$ cat src/include/sps_params.svh
// Constants of the SPI slave controller
`ifndef SPS_PARAMS_SVH
`define SPS_PARAMS_SVH

`define SPS_MODE_SPI 3'h2
`define SPS_BUSY_TOKEN 8'hFF
`define SPS_FIFO_DEPTH 4
`define SPS_DATA_W 8
`define SPS_CNT_W 16
`define SPS_CLK_KHZ 25000
`define SPS_MAX_RATE_KBPS 5000
`define SPS_MIN_HALF_CYC ((`SPS_CLK_KHZ + 2 * `SPS_MAX_RATE_KBPS - 1) / (2 * `SPS_MAX_RATE_KBPS))
`define SPS_IRQ_N 9
`define SPS_IRQ_TXIDLE 0
`define SPS_IRQ_TXSPACE 1
`define SPS_IRQ_RXVAL 2
`define SPS_IRQ_TXDMA_A 3
`define SPS_IRQ_TXDMA_B 4
`define SPS_IRQ_RXDMA_A 5
`define SPS_IRQ_RXDMA_B 6
`define SPS_IRQ_RXOVR 7
`define SPS_IRQ_TXUND 8
`define SPS_SEL_SAVED_A 0
`define SPS_SEL_SAVED_B 1
`define SPS_SEL_EXTRA 2
`define SPS_RESET_CFG 8'h00

`endif

$ cat src/include/sps_pkg.sv
// Types of the SPI slave controller
package sps_pkg;

  typedef struct packed {
    logic [2:0] serial_mode_select;
    logic master_select_bit;
    logic underrun_repeat_bit;
    logic bit_order_bit;
    logic clock_phase_bit;
    logic clock_polarity_bit;
  } sps_cfg_s;

  typedef struct packed {
    logic tx_all_idle;
    logic tx_fifo_has_space;
    logic rx_fifo_nonempty;
    logic rx_overflow_flag;
  } sps_stat_s;

  typedef enum logic [1:0] {
    SPS_LNK_OFF = 2'b00,
    SPS_LNK_WAIT = 2'b01,
    SPS_LNK_SEL = 2'b11
  } sps_lnk_e;

endpackage : sps_pkg

$ cat src/hw/sps_fifo.sv
// Flip-flop FIFO used for transmit and receive characters
`timescale 1ns/1ps
module sps_fifo #(
  parameter int WIDTH = 8,
  parameter int DEPTH = 4
) (
  input wire logic clk_sys,
  input wire logic rst_n,
  input wire logic push_valid,
  output logic push_ready,
  input wire logic [WIDTH-1:0] push_data,
  output logic pop_valid,
  input wire logic pop_ready,
  output logic [WIDTH-1:0] pop_data
);
  localparam int AW = (DEPTH > 1) ? $clog2(DEPTH) : 1;
  logic [WIDTH-1:0] mem_q [DEPTH];
  logic [AW-1:0] wr_q;
  logic [AW-1:0] rd_q;
  logic [AW:0] cnt_q;
  logic do_push;
  logic do_pop;

  function automatic logic [AW-1:0] nxt(input logic [AW-1:0] p);
    nxt = (p == AW'(DEPTH - 1)) ? '0 : p + AW'(1);
  endfunction : nxt

  assign push_ready = (cnt_q != (AW + 1)'(DEPTH));
  assign pop_valid = (cnt_q != '0);
  assign pop_data = mem_q[rd_q];
  assign do_push = push_valid && push_ready;
  assign do_pop = pop_valid && pop_ready;

  always_ff @(posedge clk_sys) begin
    if (do_push) begin
      mem_q[wr_q] <= push_data;
    end
  end

  always_ff @(posedge clk_sys or negedge rst_n) begin
    if (!rst_n) begin
      wr_q <= '0;
      rd_q <= '0;
      cnt_q <= '0;
    end else begin
      if (do_push) begin
        wr_q <= nxt(wr_q);
      end
      if (do_pop) begin
        rd_q <= nxt(rd_q);
      end
      if (do_push && !do_pop) begin
        cnt_q <= cnt_q + (AW + 1)'(1);
      end else if (do_pop && !do_push) begin
        cnt_q <= cnt_q - (AW + 1)'(1);
      end
    end
  end
endmodule : sps_fifo

$ cat src/hw/sps_top.sv
// SPI slave controller: link engine, FIFOs, status, DMA count save, interrupts
// Function
// - Slave operates only when mode select is 2 and master bit is 0.
// - Bit clock comes only from external master, at most 5 Mbps.
// - Bit order bit: 0 sends MSB first, 1 sends LSB first, both directions.
// - Phase: sample first edge or second; polarity: rising or falling leading edge.
// - Shift in MOSI and drive MISO only while select is asserted.
// - Select falling edge clears receive shift register and loads transmit shift register.
// - Separate four-entry FIFOs; data port write pushes, read pops.
// - DMA channels push and pop the FIFOs like data port accesses.
// - Received characters go to receive FIFO; nonempty flag shows data available.
// - Character arriving on full receive FIFO is dropped, sets overflow and interrupt.
// - DMA overrun shown only after FIFO drains; cleared by reset bit or load.
// - Each received character is matched by one transmitted character.
// - Empty transmit FIFO when due: underrun flag, send last or 0xFF.
// - Write into idle transmitter clears idle flag; set again when all shifted.
// - Space flag clears when FIFO full, sets when character moves out.
// - After first receive within select, pad byte precedes data into empty FIFO.
// - First select rise after buffer load saves running count; later rises only flag.
// - Three-bit record shows which buffer count was saved and extra rises.
// - Idle, space and valid interrupts fire on rise or level per mode.
// - DMA buffer complete interrupts fire on falling buffer-active flags.
// - Receive overrun and transmit underrun also raise interrupt events.
// - Interrupt reaches processor only with second-level and top-level enables set.
`timescale 1ns/1ps
`include "sps_params.svh"
module sps_top #(
  parameter int DATA_W = `SPS_DATA_W,
  parameter int DEPTH = `SPS_FIFO_DEPTH,
  parameter int CNT_W = `SPS_CNT_W
) (
  input wire logic clk_sys,
  input wire logic rst_b,
  input wire logic sclk_in,
  input wire logic mosi_in,
  input wire logic slave_select_n,
  output logic miso_out,
  output logic miso_oe,
  input wire sps_pkg::sps_cfg_s spi_config_reg,
  output sps_pkg::sps_stat_s spi_status_reg,
  input wire logic data_port_wr,
  input wire logic [DATA_W-1:0] data_port_wdata,
  output logic data_port_wr_ready,
  input wire logic data_port_rd,
  output logic [DATA_W-1:0] data_port_rdata,
  output logic data_port_rvalid,
  input wire logic tx_dma_valid,
  input wire logic [DATA_W-1:0] tx_dma_data,
  output logic tx_dma_ready,
  input wire logic rx_dma_enable,
  input wire logic rx_dma_pop,
  output logic rx_dma_pop_ready,
  output logic [DATA_W-1:0] rx_dma_data,
  input wire logic [1:0] dma_channel_reset,
  input wire logic [1:0] rx_dma_load,
  input wire logic [CNT_W-1:0] rx_dma_count_a,
  input wire logic [CNT_W-1:0] rx_dma_count_b,
  input wire logic rx_dma_buf_sel,
  input wire logic [1:0] tx_buffer_active,
  input wire logic [1:0] rx_buffer_active,
  output logic [CNT_W-1:0] saved_rx_count,
  output logic [2:0] select_edge_record,
  output logic rx_dma_overrun,
  input wire logic irq_mode_select,
  input wire logic [`SPS_IRQ_N-1:0] irq_enable_reg,
  input wire logic top_irq_enable,
  input wire logic [`SPS_IRQ_N-1:0] irq_flag_clear,
  output logic [`SPS_IRQ_N-1:0] irq_flag_reg,
  output logic irq_out
);
  // ****************************************
  // Reset and input synchronisers
  // ****************************************
  logic [1:0] rst_sync_q;
  logic rst_n;
  logic [2:0] sclk_q;
  logic [1:0] mosi_q;
  logic [2:0] ssn_q;

  always_ff @(posedge clk_sys or negedge rst_b) begin
    if (!rst_b) begin
      rst_sync_q <= 2'h0;
    end else begin
      rst_sync_q <= {rst_sync_q[0], 1'b1};
    end
  end
  assign rst_n = rst_sync_q[1];

  always_ff @(posedge clk_sys or negedge rst_n) begin
    if (!rst_n) begin
      sclk_q <= 3'h0;
      mosi_q <= 2'h0;
      ssn_q <= 3'h7;
    end else begin
      sclk_q <= {sclk_q[1:0], sclk_in};
      mosi_q <= {mosi_q[0], mosi_in};
      ssn_q <= {ssn_q[1:0], slave_select_n};
    end
  end

  // ****************************************
  // Link edge decode
  // ****************************************
  logic active;
  logic sel;
  logic sel_fall;
  logic sel_rise;
  logic sclk_rise;
  logic sclk_fall;
  logic lead_edge;
  logic trail_edge;
  logic sample_edge;
  logic shift_edge;
  sps_pkg::sps_lnk_e lnk_q;

  assign active = (spi_config_reg.serial_mode_select == `SPS_MODE_SPI) &&
                  !spi_config_reg.master_select_bit;
  assign sel = !ssn_q[1];
  assign sel_fall = ssn_q[2] && !ssn_q[1];
  assign sel_rise = !ssn_q[2] && ssn_q[1];
  assign sclk_rise = !sclk_q[2] && sclk_q[1];
  assign sclk_fall = sclk_q[2] && !sclk_q[1];
  assign lead_edge = spi_config_reg.clock_polarity_bit ? sclk_fall : sclk_rise;
  assign trail_edge = spi_config_reg.clock_polarity_bit ? sclk_rise : sclk_fall;
  assign sample_edge = (lnk_q == sps_pkg::SPS_LNK_SEL) &&
                       (spi_config_reg.clock_phase_bit ? trail_edge : lead_edge);
  assign shift_edge = (lnk_q == sps_pkg::SPS_LNK_SEL) &&
                      (spi_config_reg.clock_phase_bit ? lead_edge : trail_edge);

  always_ff @(posedge clk_sys or negedge rst_n) begin
    if (!rst_n) begin
      lnk_q <= sps_pkg::SPS_LNK_OFF;
    end else begin
      unique case (lnk_q)
        sps_pkg::SPS_LNK_OFF: begin
          if (active) begin
            lnk_q <= sps_pkg::SPS_LNK_WAIT;
          end
        end
        sps_pkg::SPS_LNK_WAIT: begin
          if (!active) begin
            lnk_q <= sps_pkg::SPS_LNK_OFF;
          end else if (sel_fall) begin
            lnk_q <= sps_pkg::SPS_LNK_SEL;
          end
        end
        sps_pkg::SPS_LNK_SEL: begin
          if (!active) begin
            lnk_q <= sps_pkg::SPS_LNK_OFF;
          end else if (!sel) begin
            lnk_q <= sps_pkg::SPS_LNK_WAIT;
          end
        end
        default: begin
          lnk_q <= sps_pkg::SPS_LNK_OFF;
        end
      endcase
    end
  end

  // ****************************************
  // FIFOs and their sources
  // ****************************************
  logic tx_push_valid;
  logic tx_push_ready;
  logic [DATA_W-1:0] tx_push_data;
  logic tx_pop_valid;
  logic tx_pop;
  logic [DATA_W-1:0] tx_pop_data;
  logic rx_push;
  logic rx_push_ready;
  logic rx_pop_valid;
  logic rx_pop;
  logic [DATA_W-1:0] rx_pop_data;
  logic [DATA_W-1:0] rx_shift_q;
  logic [3:0] bit_cnt_q;
  logic byte_done;

  // Software data port has priority over DMA on both FIFOs
  assign tx_push_valid = data_port_wr || tx_dma_valid;
  assign tx_push_data = data_port_wr ? data_port_wdata : tx_dma_data;
  assign data_port_wr_ready = tx_push_ready;
  assign tx_dma_ready = tx_push_ready && !data_port_wr;
  assign rx_pop = rx_pop_valid && (data_port_rd || rx_dma_pop);
  assign rx_dma_pop_ready = rx_pop_valid && !data_port_rd;
  assign rx_dma_data = rx_pop_data;
  assign byte_done = sample_edge && (bit_cnt_q == 4'h7);
  assign rx_push = byte_done && rx_push_ready;

  sps_fifo #(.WIDTH(DATA_W), .DEPTH(DEPTH)) u_tx_fifo (
    .clk_sys(clk_sys),
    .rst_n(rst_n),
    .push_valid(tx_push_valid),
    .push_ready(tx_push_ready),
    .push_data(tx_push_data),
    .pop_valid(tx_pop_valid),
    .pop_ready(tx_pop),
    .pop_data(tx_pop_data)
  );

  sps_fifo #(.WIDTH(DATA_W), .DEPTH(DEPTH)) u_rx_fifo (
    .clk_sys(clk_sys),
    .rst_n(rst_n),
    .push_valid(rx_push),
    .push_ready(rx_push_ready),
    .push_data(sps_next_rx(rx_shift_q, mosi_q[1], spi_config_reg.bit_order_bit)),
    .pop_valid(rx_pop_valid),
    .pop_ready(rx_pop),
    .pop_data(rx_pop_data)
  );

  function automatic logic [DATA_W-1:0] sps_next_rx(input logic [DATA_W-1:0] s, input logic b,
                                                    input logic lsb_first);
    sps_next_rx = lsb_first ? {b, s[DATA_W-1:1]} : {s[DATA_W-2:0], b};
  endfunction : sps_next_rx

  always_ff @(posedge clk_sys or negedge rst_n) begin
    if (!rst_n) begin
      data_port_rdata <= '0;
      data_port_rvalid <= 1'b0;
    end else begin
      data_port_rvalid <= data_port_rd && rx_pop_valid;
      if (data_port_rd && rx_pop_valid) begin
        data_port_rdata <= rx_pop_data;
      end
    end
  end

  // ****************************************
  // Receive and transmit shifters
  // ****************************************
  logic [DATA_W-1:0] tx_shift_q;
  logic [DATA_W-1:0] last_tx_q;
  logic first_q;
  logic pad_armed_q;
  logic pad_pend_q;
  logic tx_busy_q;
  logic load_due;
  logic underrun;
  logic [DATA_W-1:0] fill_byte;

  assign load_due = ((lnk_q == sps_pkg::SPS_LNK_WAIT) && sel_fall) || byte_done;
  assign fill_byte = spi_config_reg.underrun_repeat_bit ? last_tx_q : `SPS_BUSY_TOKEN;
  assign tx_pop = load_due && !pad_pend_q && tx_pop_valid;
  assign underrun = load_due && !pad_pend_q && !tx_pop_valid;

  always_ff @(posedge clk_sys or negedge rst_n) begin
    if (!rst_n) begin
      rx_shift_q <= '0;
      bit_cnt_q <= 4'h0;
    end else if ((lnk_q == sps_pkg::SPS_LNK_WAIT) && sel_fall) begin
      rx_shift_q <= '0;
      bit_cnt_q <= 4'h0;
    end else if (sample_edge) begin
      rx_shift_q <= sps_next_rx(rx_shift_q, mosi_q[1], spi_config_reg.bit_order_bit);
      bit_cnt_q <= byte_done ? 4'h0 : bit_cnt_q + 4'h1;
    end
  end

  always_ff @(posedge clk_sys or negedge rst_n) begin
    if (!rst_n) begin
      tx_shift_q <= '0;
      last_tx_q <= '0;
      first_q <= 1'b0;
      tx_busy_q <= 1'b0;
    end else if (load_due) begin
      // Reload on a sample edge keeps the new first bit over the next shift edge
      first_q <= spi_config_reg.clock_phase_bit || byte_done;
      if (pad_pend_q) begin
        tx_shift_q <= fill_byte;
      end else if (tx_pop_valid) begin
        tx_shift_q <= tx_pop_data;
        last_tx_q <= tx_pop_data;
        tx_busy_q <= 1'b1;
      end else begin
        tx_shift_q <= fill_byte;
        tx_busy_q <= 1'b0;
      end
    end else if (shift_edge) begin
      if (first_q) begin
        first_q <= 1'b0;
      end else if (spi_config_reg.bit_order_bit) begin
        tx_shift_q <= {1'b0, tx_shift_q[DATA_W-1:1]};
      end else begin
        tx_shift_q <= {tx_shift_q[DATA_W-2:0], 1'b0};
      end
    end else if (lnk_q != sps_pkg::SPS_LNK_SEL) begin
      tx_busy_q <= 1'b0;
    end
  end

  always_ff @(posedge clk_sys or negedge rst_n) begin
    if (!rst_n) begin
      miso_out <= 1'b0;
      miso_oe <= 1'b0;
    end else begin
      miso_out <= spi_config_reg.bit_order_bit ? tx_shift_q[0] : tx_shift_q[DATA_W-1];
      miso_oe <= (lnk_q == sps_pkg::SPS_LNK_SEL) && sel;
    end
  end

  // Padding arms once the receive FIFO holds a character during a selection
  always_ff @(posedge clk_sys or negedge rst_n) begin
    if (!rst_n) begin
      pad_armed_q <= 1'b0;
      pad_pend_q <= 1'b0;
    end else if (lnk_q != sps_pkg::SPS_LNK_SEL) begin
      pad_armed_q <= 1'b0;
      pad_pend_q <= 1'b0;
    end else begin
      if (rx_pop_valid) begin
        pad_armed_q <= 1'b1;
      end
      if (pad_armed_q && !tx_pop_valid && tx_push_valid && tx_push_ready) begin
        pad_pend_q <= 1'b1;
      end else if (load_due) begin
        pad_pend_q <= 1'b0;
      end
    end
  end

  // ****************************************
  // Status flags
  // ****************************************
  logic ovf_q;
  logic idle_q;
  logic space_q;
  logic rx_drop;

  assign rx_drop = byte_done && !rx_push_ready;

  always_ff @(posedge clk_sys or negedge rst_n) begin
    if (!rst_n) begin
      ovf_q <= 1'b0;
      idle_q <= 1'b1;
      space_q <= 1'b1;
    end else begin
      if (rx_drop) begin
        ovf_q <= 1'b1;
      end else if (data_port_rd) begin
        ovf_q <= 1'b0;
      end
      idle_q <= !tx_pop_valid && !tx_busy_q && !tx_push_valid;
      if (!tx_push_ready) begin
        space_q <= tx_pop;
      end else begin
        space_q <= 1'b1;
      end
    end
  end

  assign spi_status_reg = '{tx_all_idle: idle_q, tx_fifo_has_space: space_q,
                            rx_fifo_nonempty: rx_pop_valid, rx_overflow_flag: ovf_q};

  // ****************************************
  // Receive DMA count save and overrun
  // ****************************************
  logic save_armed_q;
  logic ovr_pend_q;

  always_ff @(posedge clk_sys or negedge rst_n) begin
    if (!rst_n) begin
      save_armed_q <= 1'b0;
      saved_rx_count <= '0;
      select_edge_record <= 3'h0;
    end else if (rx_dma_load != 2'h0) begin
      save_armed_q <= 1'b1;
      select_edge_record <= 3'h0;
    end else if (rx_dma_enable && sel_rise) begin
      if (save_armed_q) begin
        save_armed_q <= 1'b0;
        saved_rx_count <= rx_dma_buf_sel ? rx_dma_count_b : rx_dma_count_a;
        select_edge_record[`SPS_SEL_SAVED_B] <= rx_dma_buf_sel;
        select_edge_record[`SPS_SEL_SAVED_A] <= !rx_dma_buf_sel;
      end else begin
        select_edge_record[`SPS_SEL_EXTRA] <= 1'b1;
      end
    end
  end

  always_ff @(posedge clk_sys or negedge rst_n) begin
    if (!rst_n) begin
      ovr_pend_q <= 1'b0;
      rx_dma_overrun <= 1'b0;
    end else begin
      if (rx_drop && rx_dma_enable) begin
        ovr_pend_q <= 1'b1;
      end else if (!rx_pop_valid) begin
        ovr_pend_q <= 1'b0;
      end
      if (ovr_pend_q && !rx_pop_valid) begin
        rx_dma_overrun <= 1'b1;
      end else if (dma_channel_reset[1] || (rx_dma_load != 2'h0)) begin
        rx_dma_overrun <= 1'b0;
      end
    end
  end

  // ****************************************
  // Interrupt events
  // ****************************************
  logic [2:0] lvl_prev_q;
  logic [1:0] txact_prev_q;
  logic [1:0] rxact_prev_q;
  logic [2:0] lvl_now;
  logic [`SPS_IRQ_N-1:0] irq_event;

  assign lvl_now = {rx_pop_valid, space_q, idle_q};

  always_ff @(posedge clk_sys or negedge rst_n) begin
    if (!rst_n) begin
      lvl_prev_q <= 3'h0;
      txact_prev_q <= 2'h0;
      rxact_prev_q <= 2'h0;
    end else begin
      lvl_prev_q <= lvl_now;
      txact_prev_q <= tx_buffer_active;
      rxact_prev_q <= rx_buffer_active;
    end
  end

  always_comb begin
    irq_event = '0;
    irq_event[`SPS_IRQ_RXVAL:`SPS_IRQ_TXIDLE] = irq_mode_select ? lvl_now : lvl_now & ~lvl_prev_q;
    irq_event[`SPS_IRQ_TXDMA_B:`SPS_IRQ_TXDMA_A] = txact_prev_q & ~tx_buffer_active;
    irq_event[`SPS_IRQ_RXDMA_B:`SPS_IRQ_RXDMA_A] = rxact_prev_q & ~rx_buffer_active;
    irq_event[`SPS_IRQ_RXOVR] = rx_drop;
    irq_event[`SPS_IRQ_TXUND] = underrun;
  end

  always_ff @(posedge clk_sys or negedge rst_n) begin
    if (!rst_n) begin
      irq_flag_reg <= '0;
      irq_out <= 1'b0;
    end else begin
      irq_flag_reg <= (irq_flag_reg & ~irq_flag_clear) | irq_event;
      irq_out <= top_irq_enable && ((irq_flag_reg & irq_enable_reg) != '0);
    end
  end
endmodule : sps_top

$ cat config.mk
export PLATFORM = sky130hd
export DESIGN_NAME = sps_top
export DESIGN_NICKNAME = d
export VERILOG_FILES = /design/src/include/sps_pkg.sv /design/src/hw/sps_fifo.sv /design/src/hw/sps_top.sv
export VERILOG_INCLUDE_DIRS = /design/src /design/src/include
export SDC_FILE = /design/constraint.sdc
export NUM_CORES = 1
export LEC_CHECK = 0
export ABC_AREA = 1
export BUFFER_PORTS_ARGS = -buffer_cell sky130_fd_sc_hd__clkbuf_2
export CAP_MARGIN = 20
export CORE_MARGIN = 8
export CORE_UTILIZATION = 50
export DETAILED_ROUTE_END_ITERATION = 8
export HOLD_SLACK_MARGIN = 0.02
export PLACE_DENSITY = 0.76
export SLEW_MARGIN = 5
export SYNTH_ARGS = -nofsm -noshare
export SYNTH_HDL_FRONTEND = slang
export SYNTH_SLANG_ARGS = --single-unit
$ cat constraint.sdc
create_clock -name clk_sys -period 3.6 [get_ports clk_sys]
set_clock_uncertainty 0.15 [all_clocks]
set_input_delay 0.72 -clock clk_sys [delete_from_list [all_inputs] [get_ports clk_sys]]
set_output_delay 0.72 -clock clk_sys [all_outputs]
set_load 0.02 [all_outputs]
==> reports/results.txt, run 1 <==
critical path launch point type = register
worst hold slack = 0.194 ns
Synth Flop Type = dfrtp_1
global-route wire length before repair = 25.9 mm
DRC = 0
DRT Pass-1 Iters = 4
sequential share of the synthesized area = 62.5%
Post CTS Setup Buffer Count = 0
crit path kind = reg -> out
Final Critical Period = 2.97 ns
Syn Std Cell Area = 7530 um2
largest registers = u_rx_fifo.mem_q (32), u_tx_fifo.mem_q (32), saved_rx_count (16)
Worst Reg-to-Reg Cells = 11
Die W = 139 um
Max stage delay on crit path = 0.70 ns
via count = 5353
H-tree depth = 4
Final Hold Vio Count = 0
largest area contributor in the netlist = dfrtp_1
crit path cell chain = inv_1 -> o21ai_0 -> o22ai_1 -> clkbuf_2
Max VDD drop = 0.423 mV
final wirelength = 15.2 mm
CTS tree = built
delay-heaviest family, CP = flip-flops
CP Max Fanout = 19
crit path to = rx_dma_data[5]
Levels on crit path = 4
synth unique cells = 43
initial antenna violation count = 0
global placement routability congestion = 0.792
PostCTS Resize Cnt = 0
Critical Path AT = 2.10 ns
layout cells sized above 1 = 25.5%
CTS max path bufs = 2
ranking of synthesized cells by area = dfrtp_1, edfxtp_1, nand2_1
CTS sink count = 175
TritonCTS Buffers = 17
fin crit share = 82.4%
Vert. Die Dim = 139 um
Slew headroom = 44.5%
EDFF count, synth = 64
CTS Hold Bufs = 1
Leak = 4.26 nW
worst min path class = reg -> async
Total Die Area = 19200 um2
largest net degree at the start of global routing = 49
fin nets = 985
GRT overflow = 0
clock-pin slew on the worst setup and hold paths = 0.06 ns
Max Slew Vio Count = 0
Reg-to-Reg Start = bit_cnt_q[0]
dpl cells = 1043
vias in the first global route = 5533
PortBufs = 149
slowest CP cell = dfrtp_1
r2r setup slk = 0.95 ns
share of flip-flops with an asynchronous set or reset after synthesis = 63.4%
DR iter-0 viols = 348
fin cells = 1076
gr usage total = 16.5%
Required @ worst endpoint = 2.73 ns
maxcap violations = 0
syn nets = 836
ant diodes = 0
# IOs = 151
r2r endpoint = u_rx_fifo.cnt_q[2]
layout overhead on the synthesized area = 18.8%
drt wl/cell = 14.2 um
worst-skew pair later-pin latency = 0.43 ns
Mapped Cells = 726
cell area power density = 667 nW/um2
vias per std cell = 4.97
setup TNS = 0 ns
post-route design area = 8950 um2
Yosys top cell area share = 35.2%
Avg Inst Size Synth = 10.4 um2
Peak Freq = 0.337 GHz
post-route ant nets = 0
dpl hpwl = 11.2 mm
Least-Margin Pin Slew = 0.830 ns
final setup fails = 0
DP Area = 8390 um2
CP bufs+invs = 2
commonest cells in the netlist = nand2_1, dfrtp_1, o21ai_0, inv_1, nor2_1
core area = 15000 um2
Synth Register Bits = 175
most common cell in the netlist = nand2_1
Root Buffer = clkbuf_16
Critical path origin = u_rx_fifo.rd_q[0]
Cell Rows = 45
Worst Setup End Kind = output port
status = finished, final reports clean
Initial Util = 50.3%
Total Power = 5.97 mW
Synthesis Warnings = 0
unrepaired setup endpoints after global routing = no
## layout make-up
cell class	instances	area, um2
clock buffers	18	429
clock inverters	14	120
fillers	1214	6030
inverters	73	274
multi-input cells	454	2400
flip-flops and latches	175	4710
well taps	188	235
repair buffers	154	786
## logic make-up after synthesis
logic type      share of synthesized area, %
compound gates                          8.44
xor+xnor                               0.582
fa+ha+maj                               2.69
buf+inv                                 5.70
flops                                   62.5
mux                                     3.49
other cells                           0.0498
simple gates                            16.6
## routing by layer
metal,up-vias,track usage [%],share of wire (%)
met5,-,0,0
met4,0,5.37,1.0
met3,12,5.16,5.8
met2,138,28.7,50
met1,2494,19.1,43
li1,2709,-,-
## cell usage in the layout, fill, tap and decap left out, types with 2 or more instances in the layout
cell type,netlist,layout
or2_2,2,2
xor2_1,3,3
mux2i_1,6,6
ha_1,13,13
o22ai_1,13,13
xnor2_1,2,2
mux2_2,18,18
edfxtp_1,64,64
nor2_2,5,5
clkbuf_2,1,149
nand3b_1,2,2
inv_2,3,3
clkbuf_16,0,17
inv_1,70,70
clkinvlp_4,0,6
o21ai_1,6,6
a21oi_1,14,14
clkinv_4,0,2
dfstp_2,5,5
nand3_1,50,50
dfrtp_1,106,105
nand4_1,2,2
nor2_1,70,70
o21ai_0,79,79
buf_4,8,4
fa_1,2,2
clkinv_2,0,2
nand2_1,151,151
## stage by stage
| step | utilization [%] | setup slack [ns] |
|---|---|---|
| floorplan | - | 0.138 |
| finish | 59.8 | 0.633 |
| CTS | 59.8 | 0.608 |
| global placement | 56.0 | 0.711 |
| global route | 59.8 | 0.394 |
| detailed placement | 56.0 | 0.662 |
## power breakdown
group          leakage, nW  switching, mW  internal [mW]  total (mW)
sequential            1.96          0.262           2.46        2.72
clock                0.248          0.746          0.946        1.69
combinational         2.05          0.993          0.560        1.55
total                 4.26           2.00           3.97        5.97
## worst min path at each step
| stage | to | slack (ns) | cells past startpoint |
|---|---|---|---|
| 5_1_grt | ssn_q[0] | 0.21 | 1 |
| 2_1_floorplan | mosi_q[1] | 0.18 | 0 |
| 6_report | miso_oe | 0.19 | 0 |
| 3_5_place_dp | sclk_q[1] | 0.19 | 0 |
| 3_3_place_gp | mosi_q[1] | 0.18 | 0 |
| 4_1_cts | rst_sync_q[1] | 0.20 | 0 |
No activity file was read; power rests on OpenSTA's default activity.
==> run 2: changes to the inputs <==
ABC_AREA = 0   (was 1)
PLACE_DENSITY = 0.74   (was 0.76)
clock period = 3.1 ns   (was 3.6 ns; I/O delays follow)
==> reports/results.txt, run 2 <==
GRT overflow = 0 (unchanged)
dpl hpwl = 11.1 mm (-1.4%)
delay-heaviest family, CP = simple AND/OR/NAND/NOR gates
Vert. Die Dim = 138 um (-0.43%)
largest area contributor in the netlist = dfrtp_1
Synthesis Warnings = 0 (unchanged)
Synth Register Bits = 175 (unchanged)
Yosys top cell area share = 35.6% (+0.35 points)
Root Buffer = clkbuf_16
setup TNS = 0 ns (unchanged)
unrepaired setup endpoints after global routing = no
PostCTS Resize Cnt = 0 (unchanged)
ant diodes = 0 (unchanged)
Top Layer Used = met4
syn nets = 639 (-24%)
gr usage total = 16.1% (-0.40 points)
most frequent cells in the layout = clkbuf_2, dfrtp_1, edfxtp_1, nor2_1, mux2_2
CP bufs+invs = 1 (-1)
Max stage delay on crit path = 0.46 ns (-0.24 ns)
vias per std cell = 5.25 (+5.4%)
Fillers = 1119 (-7.8%)
DRC = 0 (unchanged)
layout cells sized above 1 = 38.3% (+13 points)
CTS sink count = 175 (unchanged)
post-route ant nets = 0 (unchanged)
Critical Path AT = 2.92 ns (+0.82 ns)
DRT Pass-1 Iters = 4 (unchanged)
global placement routability congestion = 0.786 (-0.77%)
CTS Hold Bufs = 1 (unchanged)
met2 WL post-DR = 7.63 mm (-0.21%)
crit path kind = reg -> reg
# IOs = 151 (unchanged)
Total Die Area = 19100 um2 (-0.86%)
Syn Std Cell Area = 7460 um2 (-0.98%)
critical path launch point type = register
CTS tree = built
PortBufs = 149 (unchanged)
Slew headroom = 45.9% (+1.4 points)
fin nets = 791 (-20%)
largest net degree at the start of global routing = 68 (+39%)
core area = 14500 um2 (-3.0%)
status = finished, final reports clean
final wirelength = 14.9 mm (-2.4%)
Metal-1 WL = 6.42 mm (-2.1%)
cell area power density = 691 nW/um2 (+3.6%)
CP Max Fanout = 8 (-11)
global-route wire length before repair = 25.5 mm (-1.8%)
drt wl/cell = 17.0 um (+20%)
Avg Inst Size Synth = 14.1 um2 (+36%)
Worst Setup End Kind = register
Post CTS Setup Buffer Count = 0 (unchanged)
synth unique cells = 61 (+42%)
Final Hold Vio Count = 0 (unchanged)
Least-Margin Pin Slew = 0.801 ns (-0.0289 ns)
H-tree depth = 4 (unchanged)
ranking of synthesized cells by area = dfrtp_1, edfxtp_1, mux2_2
DR WL met3 = 742 um (-16%)
vias in the first global route = 5181 (-6.4%)
Mapped Cells = 529 (-27%)
Leak = 4.12 nW (-3.4%)
Peak Freq = 0.365 GHz
worst min path class = in -> reg
DP Area = 8390 um2 (unchanged)
Max Slew Vio Count = 0 (unchanged)
most common cell after layout, fill and taps aside = clkbuf_2
crit path cell chain = and4b_1 -> mux2i_2 -> or2_2 -> a21oi_2 -> ha_1 -> inv_1 -> fa_1 -> xor2_1 -> nor2_1 -> xor2_1
clock-pin slew on the worst setup and hold paths = 0.06 ns (about the same)
share of flip-flops with an asynchronous set or reset after synthesis = 63.4% (unchanged)
EDFF count, synth = 64 (unchanged)
fin crit share = 88.3%
worst-skew pair later-pin latency = 0.41 ns (-0.02 ns)
commonest cells in the netlist = dfrtp_1, edfxtp_1, nor2_1, mux2_2, inv_1
slowest CP cell = dfrtp_1
maxcap violations = 0 (unchanged)
most common cell in the netlist = dfrtp_1
Required @ worst endpoint = 3.28 ns (+0.55 ns)
CTS max path bufs = 2 (unchanged)
DR iter-0 viols = 153 (-56%)
most used cell along the critical path = xor2_1
largest registers = u_rx_fifo.mem_q (32), u_tx_fifo.mem_q (32), saved_rx_count (16)
sequential share of the synthesized area = 63.1% (+0.62 points)
via count = 4606 (-14%)
Synth Flop Type = dfrtp_1
Initial Util = 51.3% (+1.0 points)
post-route design area = 8990 um2 (+0.48%)
layout overhead on the synthesized area = 20.6%
Cell Rows = 44 (-2.2%)
Final Critical Period = 2.74 ns
Max VDD drop = 0.438 mV (+3.5%)
initial antenna violation count = 0 (unchanged)
TritonCTS Buffers = 17 (unchanged)
final setup fails = 0 (unchanged)
Die W = 138 um (-0.43%)
## run 2: changes by cell type after synthesis, sizes merged, moves of 8 or more
| cell | delta |
|---|---|
| nand3 | -47 |
| a311oi | +8 |
| o21ai | -74 |
| nor2 | -24 |
| nand2 | -142 |
| inv | -35 |
| mux2 | +30 |
| and2 | +13 |
| mux2i | +19 |
| mux4 | +16 |
| a211o | +8 |
## run 2: cell type report
| class | instances | area, um2 | share of cell area (%) |
|---|---|---|---|
| inverters | 38 | 143 | 1.59 |
| multi-input cells | 291 | 2490 | 27.7 |
| clock inverters | 11 | 141 | 1.57 |
| clock buffers | 21 | 450 | 5.01 |
| flip-flops and latches | 175 | 4710 | 52.4 |
| well taps | 184 | 230 | 2.56 |
| repair buffers | 158 | 828 | 9.21 |
## run 2: path summary, 6_finish.rpt
path                           startpoint                 end  slack (ns)  cells past startpoint
max                              lnk_q[1]  u_rx_fifo.cnt_q[2]        0.36                     10
min                        slave_select_n            ssn_q[0]        0.15                      1
max reg2reg                      lnk_q[1]  u_rx_fifo.cnt_q[2]        0.36                     10
min reg2reg                 rst_sync_q[1]  saved_rx_count[11]        0.18                      0
max in group asynchronous   rst_sync_q[1]              idle_q        1.81                      1
min in group asynchronous   rst_sync_q[1]  saved_rx_count[11]        0.18                      0
## run 2: power by group
part	leakage, nW	internal [mW]	switching (mW)
combinational	1.85	0.518	0.576
clock	0.283	1.29	0.834
sequential	1.98	2.77	0.231
total	4.12	4.57	1.64
## run 2: kinds of logic (layout without fill, tap and decap cells)
group | count (synthesis) | count (layout) | share of synthesized area [%]
XOR/XNOR | 9 | 9 | 1.16
flip-flops | 175 | 175 | 63.1
other | 1 | 1 | 0.0503
multiplexers | 89 | 89 | 15.9
AND/OR/NAND/NOR | 110 | 110 | 7.38
buffers and inverters | 63 | 228 | 3.57
AO/OA/AOI/OAI | 67 | 67 | 6.12
adder cells (fa/ha/maj) | 15 | 15 | 2.72
## run 2: worst reg2reg max path, cell delays in order, from the launching register on
cell and delay, ns:
dfrtp_1 0.46, and4b_1 0.27, mux2i_2 0.10, or2_2 0.34
a21oi_2 0.18, ha_1 0.22, inv_1 0.07, fa_1 0.44
xor2_1 0.17, nor2_1 0.11, xor2_1 0.15
## run 2: per-stage QoR
stage | std cells | utilization [%] | hold slack (ns) | worst slack, ns | total power, mW
4_1_cts | 878 | 61.9 | 0.138 | 0.318 | 6.28
6_report | 878 | 61.9 | 0.149 | 0.364 | 6.21
3_5_place_dp | 845 | 57.7 | 0.190 | 0.0652 | 4.16
2_1_floorplan | 529 | - | 0.174 | 0.137 | 3.78
3_3_place_gp | 845 | 57.7 | 0.187 | 0.107 | 4.08
5_1_grt | 878 | 61.9 | 0.132 | 0.157 | 6.53
## run 2: layer usage
layer	vias to the layer above	GRT usage, %
met3	9	4.42
met2	122	28.3
met4	0	4.86
met5	-	0
met1	2279	18.8
li1	2196	-
